File: config.mk
export PLATFORM = sky130hd
export DESIGN_NAME = rtc_time_calendar
export DESIGN_NICKNAME = d
export VERILOG_FILES = /design/src/hdl/rtc_pkg.sv /design/src/hdl/rtc_time_calendar.sv
export SDC_FILE = /design/constraint.sdc
export NUM_CORES = 1
export LEC_CHECK = 0
export ABC_CLOCK_PERIOD_IN_PS = 4000
export BUFFER_PORTS_ARGS = -buffer_cell sky130_fd_sc_hd__buf_4
export CAP_MARGIN = 40
export CORE_MARGIN = 1
export CORE_UTILIZATION = 53
export DETAILED_ROUTE_END_ITERATION = 10
export GPL_TIMING_DRIVEN = 0
export PLACE_DENSITY_LB_ADDON = 0.12
export SETUP_SLACK_MARGIN = 0.05
export SLEW_MARGIN = 20
export SYNTH_ARGS = -nofsm -noshare
export SYNTH_HDL_FRONTEND = slang
export SYNTH_SLANG_ARGS = --single-unit
File: constraint.sdc
create_clock -name mclk -period 4 [get_ports mclk]
set_clock_uncertainty 0.1 [all_clocks]
set_input_delay 0.6 -clock mclk [delete_from_list [all_inputs] [get_ports mclk]]
set_output_delay 0.6 -clock mclk [all_outputs]
set_load 0.03 [all_outputs]
File: src/hdl/rtc_pkg.sv
// Constants for the time, calendar and flag block of the real-time clock.
// Assumes a 250 MHz system clock and a 32.768 kHz crystal level on an input.
//
// Behaviour
// - Crystal clock drives the output pin unless both disable bits are set.
// - Periodic flag reads 1 while the periodic interrupt holds pin A low.
// - Level mode: write 0 to periodic flag releases pin A; 1 ignored.
// - Alarm flag sets about 61 us after a match, only while enabled.
// - Writing 0 clears an alarm flag and releases its pin; 1 ignored.
// - Alarm flag reads 0 while its enable bit is 0.
// - Seconds count BCD 00 to 59, wrap carries into minutes.
// - Minutes count BCD 00 to 59, wrap carries into hours.
// - Hours give day carry at 23 to 00, or PM 11 to AM 12.
// - Any write to seconds clears the sub-second divider.
// - Weekday counts 0 to 6 on each day carry, then back to 0.
// - Day of month runs 1 to 31, 30 or 28; February 29 in leap years.
// - Month end returns day to 1 and steps month; month 12 steps year.
// - Year counts BCD 00 to 99; multiples of four leap; wrap to century.
// - Century bit toggles on every year wrap from 99 to 00.
// - Time at 0 to 2, weekday 3, calendar 4 to 6; unused bits read 0.
// - Century bit sits at bit 7 of month register, month in bits 4 to 0.
// - Level mode fires once per second, minute, hour or month on tick.
// - Reset clears control and flag bits, interrupt pins inactive.

package rtc_pkg;

    // ==========================================================
    // Register addresses
    localparam logic [3:0] ADDR_SEC = 4'h0;
    localparam logic [3:0] ADDR_MIN = 4'h1;
    localparam logic [3:0] ADDR_HOUR = 4'h2;
    localparam logic [3:0] ADDR_WDAY = 4'h3;
    localparam logic [3:0] ADDR_MDAY = 4'h4;
    localparam logic [3:0] ADDR_MON = 4'h5;
    localparam logic [3:0] ADDR_YEAR = 4'h6;
    localparam logic [3:0] ADDR_CTRL1 = 4'he;
    localparam logic [3:0] ADDR_CTRL2 = 4'hf;

    // ==========================================================
    // Field positions
    localparam int CR1_WEEK_EN = 7;
    localparam int CR1_DAY_EN = 6;
    localparam int CR1_MODE24 = 5;
    localparam int CR1_CLKDIS_B = 4;
    localparam int CR1_TEST = 3;
    localparam int CR2_CLKDIS_A = 3;
    localparam int CR2_PERIODIC_IRQ_FLAG = 2;
    localparam int CR2_WEEK_FLAG = 1;
    localparam int CR2_DAY_FLAG = 0;
    localparam int MON_CENTURY = 7;
    localparam int HOUR_PM = 5;

    // ==========================================================
    // Reset values
    localparam logic [7:0] CTRL_RST = 8'h00;
    localparam logic [7:0] TIME_RST = 8'h00;
    localparam logic [7:0] DATE_RST = 8'h01;
    localparam logic [2:0] WDAY_RST = 3'h0;

    // ==========================================================
    // Counting limits
    localparam logic [14:0] DIV_LAST = 15'h7fff;
    localparam logic [7:0] BCD_59 = 8'h59;
    localparam logic [7:0] BCD_23 = 8'h23;
    localparam logic [7:0] BCD_12 = 8'h12;
    localparam logic [7:0] BCD_11 = 8'h11;
    localparam logic [7:0] BCD_99 = 8'h99;
    localparam logic [2:0] WDAY_LAST = 3'h6;

    // ==========================================================
    // Alarm flag delay
    localparam int CLK_PERIOD_PS = 4000;
    localparam int ALARM_DELAY_PS = 61000000;
    localparam int ALARM_DELAY_CYC = ALARM_DELAY_PS / CLK_PERIOD_PS;

    // ==========================================================
    // Periodic interrupt select codes
    typedef enum logic [2:0] {
        CT_OFF = 3'b000,
        CT_LOW = 3'b001,
        CT_2HZ = 3'b010,
        CT_1HZ = 3'b011,
        CT_SEC = 3'b100,
        CT_MIN = 3'b101,
        CT_HOUR = 3'b110,
        CT_MONTH = 3'b111
    } rtc_ct_e;

endpackage

File: src/hdl/rtc_time_calendar.sv
// Time and calendar counters, clock output and interrupt flags of the RTC.
// Assumes the crystal level and register port are synchronous to mclk.
`timescale 1ns/100ps

module rtc_time_calendar #(
    parameter int ALARM_DELAY_CYCLES = rtc_pkg::ALARM_DELAY_CYC
) (
    // Clock and reset
    input wire logic mclk,
    input wire logic resetn,
    // Crystal level
    input wire logic xtal_in,
    // Register port
    input wire logic [3:0] reg_addr,
    input wire logic reg_wr,
    input wire logic [7:0] reg_wdata,
    output logic [7:0] reg_rdata,
    // Alarm comparator matches, index 0 day, 1 week
    input wire logic day_alarm_match,
    input wire logic week_alarm_match,
    // Pins
    output logic crystal_clock_out,
    output logic irq_pin_a_n,
    output logic irq_pin_b_n
);

    // ==========================================================
    // Helpers
    function automatic logic [7:0] bcd_inc(input logic [7:0] v);
        if (v[3:0] == 4'h9) begin
            return {v[7:4] + 4'h1, 4'h0};
        end
        return {v[7:4], v[3:0] + 4'h1};
    endfunction

    // ==========================================================
    // State
    logic xtal_q;
    logic [14:0] div;
    logic [7:0] sec, min, hour, mday, mon, year;
    logic [2:0] wday;
    logic century;
    logic [7:0] ctrl1;
    logic clkdis_a;
    logic periodic_irq_flag;
    logic lvl_pend;
    logic [1:0] al_flag;
    logic [1:0] al_busy;
    logic [15:0] al_cnt [2];

    // ==========================================================
    // Write decode
    wire wr_sec = reg_wr && reg_addr == rtc_pkg::ADDR_SEC;
    wire wr_min = reg_wr && reg_addr == rtc_pkg::ADDR_MIN;
    wire wr_hour = reg_wr && reg_addr == rtc_pkg::ADDR_HOUR;
    wire wr_wday = reg_wr && reg_addr == rtc_pkg::ADDR_WDAY;
    wire wr_mday = reg_wr && reg_addr == rtc_pkg::ADDR_MDAY;
    wire wr_mon = reg_wr && reg_addr == rtc_pkg::ADDR_MON;
    wire wr_year = reg_wr && reg_addr == rtc_pkg::ADDR_YEAR;
    wire wr_ctrl1 = reg_wr && reg_addr == rtc_pkg::ADDR_CTRL1;
    wire wr_ctrl2 = reg_wr && reg_addr == rtc_pkg::ADDR_CTRL2;

    wire mode24 = ctrl1[rtc_pkg::CR1_MODE24];
    wire [2:0] ct_sel = ctrl1[2:0];
    wire [1:0] al_en = {ctrl1[rtc_pkg::CR1_WEEK_EN],
                        ctrl1[rtc_pkg::CR1_DAY_EN]};
    wire [1:0] al_match = {week_alarm_match, day_alarm_match};
    wire [1:0] al_clr = {wr_ctrl2 && !reg_wdata[rtc_pkg::CR2_WEEK_FLAG],
                         wr_ctrl2 && !reg_wdata[rtc_pkg::CR2_DAY_FLAG]};

    // ==========================================================
    // Carry chain
    wire xtal_rise = xtal_in && !xtal_q;
    wire sec_tick = xtal_rise && div == rtc_pkg::DIV_LAST;
    wire sec_wrap = sec == rtc_pkg::BCD_59;
    wire [7:0] next_sec = sec_wrap ? rtc_pkg::TIME_RST : bcd_inc(sec);
    wire min_step = sec_tick && sec_wrap;
    wire min_wrap = min == rtc_pkg::BCD_59;
    wire [7:0] next_min = min_wrap ? rtc_pkg::TIME_RST : bcd_inc(min);
    wire hour_step = min_step && min_wrap;

    // Bit 5 is PM or tens-of-twenty
    wire pm = hour[rtc_pkg::HOUR_PM];
    wire [7:0] hour12 = {3'h0, hour[4:0]};
    wire [7:0] hour12_inc = bcd_inc(hour12);
    wire [7:0] next_hour12 =
        (hour12 == rtc_pkg::BCD_12) ? {2'h0, pm, 5'h01} :
        (hour12 == rtc_pkg::BCD_11) ? {2'h0, !pm, 5'h12} :
        {2'h0, pm, hour12_inc[4:0]};
    wire [7:0] next_hour24 = (hour == rtc_pkg::BCD_23) ?
        rtc_pkg::TIME_RST : bcd_inc(hour);
    wire hour_wrap = mode24 ? hour == rtc_pkg::BCD_23 :
        (pm && hour12 == rtc_pkg::BCD_11);
    wire [7:0] next_hour = mode24 ? next_hour24 : next_hour12;
    wire day_step = hour_step && hour_wrap;

    wire [2:0] next_wday = (wday == rtc_pkg::WDAY_LAST) ?
        rtc_pkg::WDAY_RST : wday + 3'h1;

    // Leap when BCD year divisible by four
    wire [3:0] yu = year[3:0];
    wire leap = (!year[4] && (yu == 4'h0 || yu == 4'h4 || yu == 4'h8)) ||
                (year[4] && (yu == 4'h2 || yu == 4'h6));
    wire short_mon = mon == 8'h04 || mon == 8'h06 || mon == 8'h09 ||
                     mon == 8'h11;
    wire [7:0] last_day = (mon == 8'h02) ? (leap ? 8'h29 : 8'h28) :
                          short_mon ? 8'h30 : 8'h31;
    // Day returns to 1, month 12 returns to 1
    wire mday_wrap = mday == last_day;
    wire [7:0] next_mday = mday_wrap ? rtc_pkg::DATE_RST : bcd_inc(mday);
    wire month_step = day_step && mday_wrap;
    wire mon_wrap = mon == rtc_pkg::BCD_12;
    wire [7:0] next_mon = mon_wrap ? rtc_pkg::DATE_RST : bcd_inc(mon);
    wire year_step = month_step && mon_wrap;
    wire year_wrap = year == rtc_pkg::BCD_99;
    wire [7:0] next_year = year_wrap ? rtc_pkg::TIME_RST : bcd_inc(year);

    // ==========================================================
    // Periodic interrupt
    // Level event on the second tick
    wire lvl_event = sec_tick && (
        ct_sel == rtc_pkg::CT_SEC ||
        (ct_sel == rtc_pkg::CT_MIN && sec_wrap) ||
        (ct_sel == rtc_pkg::CT_HOUR && hour_step) ||
        (ct_sel == rtc_pkg::CT_MONTH && month_step));
    // Write 0 releases; event in same cycle wins
    wire periodic_irq_flag_clr = wr_ctrl2 && !reg_wdata[rtc_pkg::CR2_PERIODIC_IRQ_FLAG];
    wire next_lvl_pend = ct_sel[2] &&
        (lvl_event || (lvl_pend && !periodic_irq_flag_clr));
    // Pulse modes follow the divider, so they restart on a seconds write
    wire next_periodic_irq_flag = (ct_sel == rtc_pkg::CT_LOW) ||
        (ct_sel == rtc_pkg::CT_2HZ && !div[13]) ||
        (ct_sel == rtc_pkg::CT_1HZ && !div[14]) ||
        next_lvl_pend;

    // ==========================================================
    // Alarm flags
    logic [1:0] al_set;
    logic [1:0] next_al_flag;
    for (genvar i = 0; i < 2; i++) begin : g_alarm
        // Flag set after the match delay
        assign al_set[i] = al_busy[i] &&
            al_cnt[i] == 16'(ALARM_DELAY_CYCLES - 1);
        // Write 0 clears, set wins; disabled reads 0
        assign next_al_flag[i] = al_en[i] &&
            (al_set[i] || (al_flag[i] && !al_clr[i]));

        always_ff @(posedge mclk or negedge resetn) begin
            if (!resetn) begin
                al_busy[i] <= 1'b0;
                al_cnt[i] <= 16'h0000;
            end else if (!al_en[i] || al_set[i]) begin
                al_busy[i] <= 1'b0;
                al_cnt[i] <= 16'h0000;
            end else if (al_busy[i]) begin
                al_cnt[i] <= al_cnt[i] + 16'h0001;
            end else if (al_match[i]) begin
                al_busy[i] <= 1'b1;
            end
        end
    end

    // ==========================================================
    // Read mux
    logic [7:0] rd_mux;
    // Map and zero upper bits; century at bit 7
    wire [7:0] rd_sec = {1'b0, sec[6:0]};
    wire [7:0] rd_min = {1'b0, min[6:0]};
    wire [7:0] rd_hour = {2'h0, hour[5:0]};
    wire [7:0] rd_wday = {5'h00, wday};
    wire [7:0] rd_mday = {2'h0, mday[5:0]};
    wire [7:0] rd_mon = {century, 2'h0, mon[4:0]};
    wire [7:0] rd_ctrl2 = {4'h0, clkdis_a, periodic_irq_flag, al_flag};
    assign rd_mux =
        (reg_addr == rtc_pkg::ADDR_SEC) ? rd_sec :
        (reg_addr == rtc_pkg::ADDR_MIN) ? rd_min :
        (reg_addr == rtc_pkg::ADDR_HOUR) ? rd_hour :
        (reg_addr == rtc_pkg::ADDR_WDAY) ? rd_wday :
        (reg_addr == rtc_pkg::ADDR_MDAY) ? rd_mday :
        (reg_addr == rtc_pkg::ADDR_MON) ? rd_mon :
        (reg_addr == rtc_pkg::ADDR_YEAR) ? year :
        (reg_addr == rtc_pkg::ADDR_CTRL1) ? ctrl1 :
        (reg_addr == rtc_pkg::ADDR_CTRL2) ? rd_ctrl2 : 8'h00;

    // ==========================================================
    // Divider and pins
    always_ff @(posedge mclk or negedge resetn) begin
        if (!resetn) begin
            xtal_q <= 1'b0;
        end else begin
            xtal_q <= xtal_in;
        end
    end

    always_ff @(posedge mclk or negedge resetn) begin
        if (!resetn) begin
            div <= 15'h0000;
        end else if (wr_sec) begin
            div <= 15'h0000;
        end else if (xtal_rise) begin
            div <= div + 15'h0001;
        end
    end

    always_ff @(posedge mclk or negedge resetn) begin
        if (!resetn) begin
            crystal_clock_out <= 1'b0;
            irq_pin_a_n <= 1'b1;
            irq_pin_b_n <= 1'b1;
            reg_rdata <= 8'h00;
        end else begin
            // Forced low only when both disables set, else follows crystal
            crystal_clock_out <= xtal_in &&
                !(clkdis_a && ctrl1[rtc_pkg::CR1_CLKDIS_B]);
            // Pin A tracks periodic flag and day alarm flag
            irq_pin_a_n <= !(next_periodic_irq_flag || next_al_flag[0]);
            irq_pin_b_n <= !next_al_flag[1];
            reg_rdata <= rd_mux;
        end
    end

    // ==========================================================
    // Control and flags
    always_ff @(posedge mclk or negedge resetn) begin
        if (!resetn) begin
            ctrl1 <= rtc_pkg::CTRL_RST;
            clkdis_a <= 1'b0;
        end else begin
            if (wr_ctrl1) begin
                ctrl1 <= reg_wdata & ~(8'h01 << rtc_pkg::CR1_TEST);
            end
            if (wr_ctrl2) begin
                clkdis_a <= reg_wdata[rtc_pkg::CR2_CLKDIS_A];
            end
        end
    end

    always_ff @(posedge mclk or negedge resetn) begin
        if (!resetn) begin
            periodic_irq_flag <= 1'b0;
            lvl_pend <= 1'b0;
            al_flag <= 2'h0;
        end else begin
            // Flag mirrors the periodic pin level
            periodic_irq_flag <= next_periodic_irq_flag;
            lvl_pend <= next_lvl_pend;
            al_flag <= next_al_flag;
        end
    end

    // ==========================================================
    // Time and calendar counters
    // Host write wins over a carry landing in the same cycle
    always_ff @(posedge mclk or negedge resetn) begin
        if (!resetn) begin
            sec <= rtc_pkg::TIME_RST;
        end else if (wr_sec) begin
            sec <= {1'b0, reg_wdata[6:0]};
        end else if (sec_tick) begin
            sec <= next_sec;
        end
    end

    always_ff @(posedge mclk or negedge resetn) begin
        if (!resetn) begin
            min <= rtc_pkg::TIME_RST;
        end else if (wr_min) begin
            min <= {1'b0, reg_wdata[6:0]};
        end else if (min_step) begin
            min <= next_min;
        end
    end

    always_ff @(posedge mclk or negedge resetn) begin
        if (!resetn) begin
            hour <= rtc_pkg::TIME_RST;
        end else if (wr_hour) begin
            hour <= {2'h0, reg_wdata[5:0]};
        end else if (hour_step) begin
            hour <= next_hour;
        end
    end

    // A written 7 is kept and stepped as any other code
    always_ff @(posedge mclk or negedge resetn) begin
        if (!resetn) begin
            wday <= rtc_pkg::WDAY_RST;
        end else if (wr_wday) begin
            wday <= reg_wdata[2:0];
        end else if (day_step) begin
            wday <= next_wday;
        end
    end

    always_ff @(posedge mclk or negedge resetn) begin
        if (!resetn) begin
            mday <= rtc_pkg::DATE_RST;
        end else if (wr_mday) begin
            mday <= {2'h0, reg_wdata[5:0]};
        end else if (day_step) begin
            mday <= next_mday;
        end
    end

    always_ff @(posedge mclk or negedge resetn) begin
        if (!resetn) begin
            mon <= rtc_pkg::DATE_RST;
        end else if (wr_mon) begin
            mon <= {3'h0, reg_wdata[4:0]};
        end else if (month_step) begin
            mon <= next_mon;
        end
    end

    always_ff @(posedge mclk or negedge resetn) begin
        if (!resetn) begin
            year <= rtc_pkg::TIME_RST;
        end else if (wr_year) begin
            year <= reg_wdata;
        end else if (year_step) begin
            year <= next_year;
        end
    end

    always_ff @(posedge mclk or negedge resetn) begin
        if (!resetn) begin
            century <= 1'b0;
        end else if (wr_mon) begin
            century <= reg_wdata[rtc_pkg::MON_CENTURY];
        end else if (year_step && year_wrap) begin
            century <= !century;
        end
    end

endmodule // rtc_time_calendar

==> metrics, run 1 <==
status=complete, no violations; Starting Density=54.42%; Post-CTS Hold Buffers=0; Slew headroom=44.12%; async set or reset register ratio after synthesis=100.0%; dominant cell type by area after synthesis=dfrtp_1; top cells by count, synth=121 x dfrtp_1, 109 x nor2_1, 84 x nand2_1; GPL Wtd Cong=0.9424; clk sinks=roughly 130; setup violators final=0; post-place setup slack=0.5338 ns; Post-synth EDFFs=0; # resized after CTS=0; Synth Instances=821; CTS tree=built; DR WL/cell=18.01 um; Layout area overhead=14.60%; vias in the first global route=approximately 6000; vias per inst=6.093; Clock Latency Late Sink=0.42 ns; pwr/cell area=478.7 mW/mm2; Main synth FF type=dfrtp_1; Core Region=0.01324 mm2; clock-pin slew of the registers on the worst-case setup and hold paths=0.05 ns; H-tree depth=4; synth top area cells=dfrtp_1 42%, nor2_1 5.7%, o21ai_0 4.9%, nand2_1 4.4%, ha_1 3.6%; Multi-input gate area=0.003849 mm2; Post-Route Utilization=between 60% and 70%; DP Area=0.007639 mm2; Leak=3.541 nW; Compound-Gate Fraction of Synth Area=between 10% and 20%; grt total ovfl=0; sequential area share after synthesis=between 40% and 50%; Total Neg Setup Slack=0 ns; remaining antenna violation count=0; path category of the worst min-delay check=primary input to asynchronous set/reset pin; clk buf depth=2; count of state elements after synthesis=125; total die area=0.01407 mm2; synthesized net count=860; largest net degree at the start of global routing=70; Synth cell types=69; MaxCap Viol Count=0; most frequent cell after synthesis=dfrtp_1; Antenna Cells=0; count of yosys warnings during synthesis=0; RSZ-0062 raised after global routing=no; number of top-level pins=29; IO buf count=24; Num CTS Buffers=17; final instance area=between 0.008 and 0.009 mm2; Tot Pwr=3.954 mW; row count=42; top-area cell type share of the netlist area=roughly 42%; WP data arrival=about 3.7 ns; Final Hold Vio Count=0; share of cells above drive strength 1=between 10% and 20%; VDD IR max=0.4210 mV; mapped cell area=a little over 0.007 mm2; worst setup margin=0.4745 ns; setup bufs post-CTS=0; fmax=roughly 280 MHz; DPL Wire Length=between 10000 and 15000 um; Nets=904; largest family of logic cells by synthesized area=simple AND/OR/NAND/NOR gates; CTS root buffer=clkbuf_16; Crit Path Class=flop to flop; DRC=0; initial antenna violation count=0; Tcrit/Tclk final=88.14%; Synth Area in XOR/XNOR=6.076%; number of detailed-routing iterations run before antenna repair=6; gr usage total=28.36%; Post-Synth Simple-Gate Area=roughly a quarter; critical path required time=4.18 ns; Die X=118.6 um; drt total wl=roughly 19000 um; Reg area=0.003133 mm2; crit path launch=mon[0]; max-slew violations=0; post-synthesis mux area share=under 10%; synthesized area per cell=8.778 um2; CP startpoint kind=flop; RR Startpoint=mon[0]; Worst Setup End Kind=flop; fin crit period=3.525 ns; Post-Synth Adder-Cell Area=~3.6%; worst-path fanout max=10; Die Y=118.6 um; global-route wire length before repair=31040 um; 1st-iter DRT viols=634; worst slew pin tran=0.8382 ns; DR vias=6422; Filler cells=1140
cell families after synthesis:
logic type	Yosys count
adders and majority gates	21
xor gates and xnor gates	50
buffers and inverters	57
and+or+nand+nor	365
muxes	25
DFF	125
AOI/OAI and AO/OA	178
power by group:
| part | switching (mW) | total (mW) | internal, mW |
|---|---|---|---|
| Clock | 0.559 | 1.60 | 1.04 |
| Combinational | 0.399 | 0.684 | 0.285 |
| Sequential | 0.236 | 1.67 | 1.43 |
| Total | 1.19 | 3.95 | 2.76 |
layer usage:
layer | vias to the layer above | track usage, % | part of all wire (%)
met3 | 33 | 5.647 | 7.6
met4 | 0 | 10.44 | 2.0
met5 | - | 0 | 0
met2 | 289 | 44.37 | 46
li1 | 3020 | - | -
met1 | 3080 | 39.01 | 44
placed cells by master (no fill, tap or decap), types with 5 or more instances in the layout:
cell type / Yosys / routed
clkbuf_1: 21 / 22
or3_1: 7 / 7
nor2_1: 109 / 109
ha_1: 21 / 21
or2_2: 5 / 5
inv_1: 28 / 28
nand2b_1: 6 / 6
nor4b_1: 5 / 5
nand4_1: 21 / 21
mux2i_1: 12 / 12
nand3_1: 45 / 45
nor3_1: 17 / 17
nand2_1: 84 / 84
a21oi_1: 47 / 47
a211oi_1: 7 / 7
o21ai_0: 70 / 70
mux2_2: 12 / 12
nor4_1: 6 / 6
xor2_1: 30 / 30
nor2b_1: 9 / 9
clkbuf_16: 0 / 17
buf_4: 0 / 23
and2_1: 7 / 7
and3_1: 18 / 18
a31oi_1: 14 / 14
dfrtp_1: 121 / 121
xnor2_1: 20 / 20
worst max-delay path, stage by stage (launching register included):
cell       delay, ns
dfstp_2         0.51
buf_2           0.19
and4bb_4        0.31
o21bai_1        0.12
a32oi_1         0.10
or3_4           0.36
a2111oi_4       0.81
buf_2           0.39
nand3_1         0.15
a221oi_1        0.24
o31ai_1         0.09
worst paths after layout:
check                           cells past startpoint    endpoint  slack (ns)
worst max-delay path                               10     year[3]        0.47
worst min-delay path                                1  al_cnt[17]        0.06
worst max register to register                     10     year[3]        0.47
worst min register to register                      2      min[7]        0.45
max in group asynchronous                           2     mday[0]        2.97
min in group mclk                                   1      xtal_q        0.22
metrics by stage:
step | hold slack, ns | instances
after floorplan | 0.2044 | 821
after global placement | 0.3919 | 1021
after detailed placement | 0.4356 | 1022
after CTS | 0.07248 | 1054
after global routing | 0.09507 | 1054
final | 0.05939 | 1054
registers in the layout, summed over array words and instances, names as in the netlist, 3 cells and up:
register and cells:
wday 3, al_cnt 32, min 8, year 8, ctrl1 7, div 15, reg_rdata 8, hour 8
mon 8, mday 8, sec 8
final cells by class:
type	instances	share of cell area (%)
multi-input cells	639	46.60
flip-flops and latches	125	37.93
clock buffers	22	5.863
well taps	176	2.666
repair buffers	25	2.560
clock inverters	10	1.651
plain buffers	29	1.454
inverters	28	1.273
(Power assumes the default switching activity.)
==> inputs of run 2 (changes only) <==
--- a/config.mk
+++ b/config.mk
@@ -13,6 +13,7 @@
 export DETAILED_ROUTE_END_ITERATION = 10
 export GPL_TIMING_DRIVEN = 0
 export PLACE_DENSITY_LB_ADDON = 0.12
+export RECOVER_POWER = 50
 export SETUP_SLACK_MARGIN = 0.05
 export SLEW_MARGIN = 20
 export SYNTH_ARGS = -nofsm -noshare
==> run 2 against run 1 <==
Effect of this change: the flow now finishes with violations (max-capacitance violations, max-slew violations); global-route usage is the same; maximum frequency decreased by 0.59%; largest cell class unchanged; via count is 0.31% lower; wire length up 0.17%; first-iteration DRC count rose by 1.9%; critical path depth unchanged; highest routed layer unchanged; sequential share of layout area rose by 0.075 points; utilization down 0.12 points; cell count is the same; sequential power hardly changed; setup slack worse by 0.021 ns; non-clock buffer count did not move; critical endpoint unchanged.
==> metrics, run 2 (synthesis gave the netlist of run 1 again) <==
Slew headroom=-86.22%; vias per inst=6.074; Hold Path Origin=xtal_in; RSZ-0062 raised after global routing=no; CTS tree=built; pwr/cell area=479.1 mW/mm2; worst hold stages=1; H-tree depth=4; CP startpoint kind=flop; vias in the first global route=6160; Hold Path Sink=xtal_q; worst-path fanout max=10; largest net degree at the start of global routing=70; Clock Latency Late Sink=0.42 ns; 1st-iter DRT viols=646; Antenna Cells=0; flip-flop count of the largest register after layout=32; Final Hold Vio Count=0; RR Startpoint=mon[0]; DR WL/cell=18.04 um; drt total wl=19020 um; fmax=282.0 MHz; largest reg by FF count=al_cnt; RR Endpoint=year[3]; number of top-level pins=29; Worst Setup End Kind=flop; remaining antenna violation count=0; Total Neg Setup Slack=0 ns; Num CTS Buffers=17; CTS root buffer=clkbuf_16; DPL Wire Length=13430 um; DRC=0; r2r setup slk=between 0.4 and 0.5 ns; Core Region=0.01324 mm2; setup bufs post-CTS=0; Filler cells=roughly 1100; Nets=904; total die area=0.01407 mm2; share of cells above drive strength 1=9.795%; VDD IR max=0.4209 mV; clk buf depth=2; clock-pin slew of the registers on the worst-case setup and hold paths=0.05 ns; Die Y=118.6 um; clk sinks=125; setup violators final=0; gr usage total=28.36%; DR vias=~6400; MaxCap Viol Count=1; Leak=3.523 nW; failing checks=max-capacitance violations, max-slew violations; row count=42; number of detailed-routing iterations run before antenna repair=6; commonest cells after routing, fill and taps aside=121 x dfrtp_1, 109 x nor2_1, 84 x nand2_1; Die X=118.6 um; WP data arrival=3.73 ns; fin crit period=3.546 ns; Post-CTS Hold Buffers=0; reg2reg path depth=10; global-route wire length before repair=31040 um; IO buf count=24; crit path launch=mon[0]; most common cell after layout, fill and taps aside=dfrtp_1; grt total ovfl=0; Tot Pwr=3.949 mW; max-slew violations=57; path category of the worst min-delay check=primary input to flop; Post-Route Utilization=62.24%; biggest registers after layout=al_cnt x32, div x15; Starting Density=a little over half; # resized after CTS=0; GPL Wtd Cong=0.9424; Tcrit/Tclk final=88.66%; critical path required time=4.18 ns; status=finished, violations left; worst slew pin tran=2.793 ns; Crit Path Class=flop to flop; initial antenna violation count=0; Layout area overhead=14.38%
-- run 2: cell count changes in the layout (fill, tap and decap cells not counted), sizes merged --
cell           before  now
buf                33   28
clkdlybuf4s25       0    1
clkbuf             43   47
-- run 2: where the power goes --
part	switching, mW	internal [mW]
combinational	0.399	0.282
clock	0.557	1.04
sequential	0.236	1.43
-- run 2: per-layer routing --
metal | wire length, um | GRT usage, %
met2 | 8769 | 44.37
met1 | 8566 | 39.01
met4 | 388 | 10.44
met5 | 0 | 0
met3 | 1289 | 5.647
-- run 2: critical path: stages (launching register included) --
cell       delay (ns)
dfstp_2          0.51
buf_2            0.20
and4bb_4         0.31
o21bai_1         0.13
a32oi_1          0.10
or3_4            0.36
a2111oi_4        0.82
buf_2            0.39
nand3_1          0.15
a221oi_1         0.24
o31ai_1          0.09
-- run 2: final cells by class --
cell class,count,area [um2],area share [%]
plain buffers,29,120.1,1.457
inverters,28,105.1,1.275
flip-flops and latches,125,3133,38.01
multi-input cells,639,3849,46.69
clock inverters,10,136.4,1.655
clock buffers,22,484.2,5.874
repair buffers,25,195.2,2.368
well taps,176,220.2,2.672
-- run 2: worst max-delay path by stage --
stage                          to  slack, ns  cells after the start
final                     year[3]       0.45                     10
after global routing      year[0]       0.33                     10
after CTS                 year[3]       0.53                     10
after detailed placement  year[3]       0.53                     10
after global placement    year[3]       0.55                     10
after floorplan           year[4]       1.09                      9
-- run 2: per-stage QoR --
stage,worst slack (ns),std cells,hold slack [ns],instance area [um2]
6_report,0.4535,1054,0.2642,8243
4_1_cts,0.5255,1054,0.07248,8259
5_1_grt,0.3281,1054,0.2604,8243
3_5_place_dp,0.5338,1022,0.4356,7639
3_3_place_gp,0.5491,1021,0.3919,7607
2_1_floorplan,1.090,821,0.2044,7207
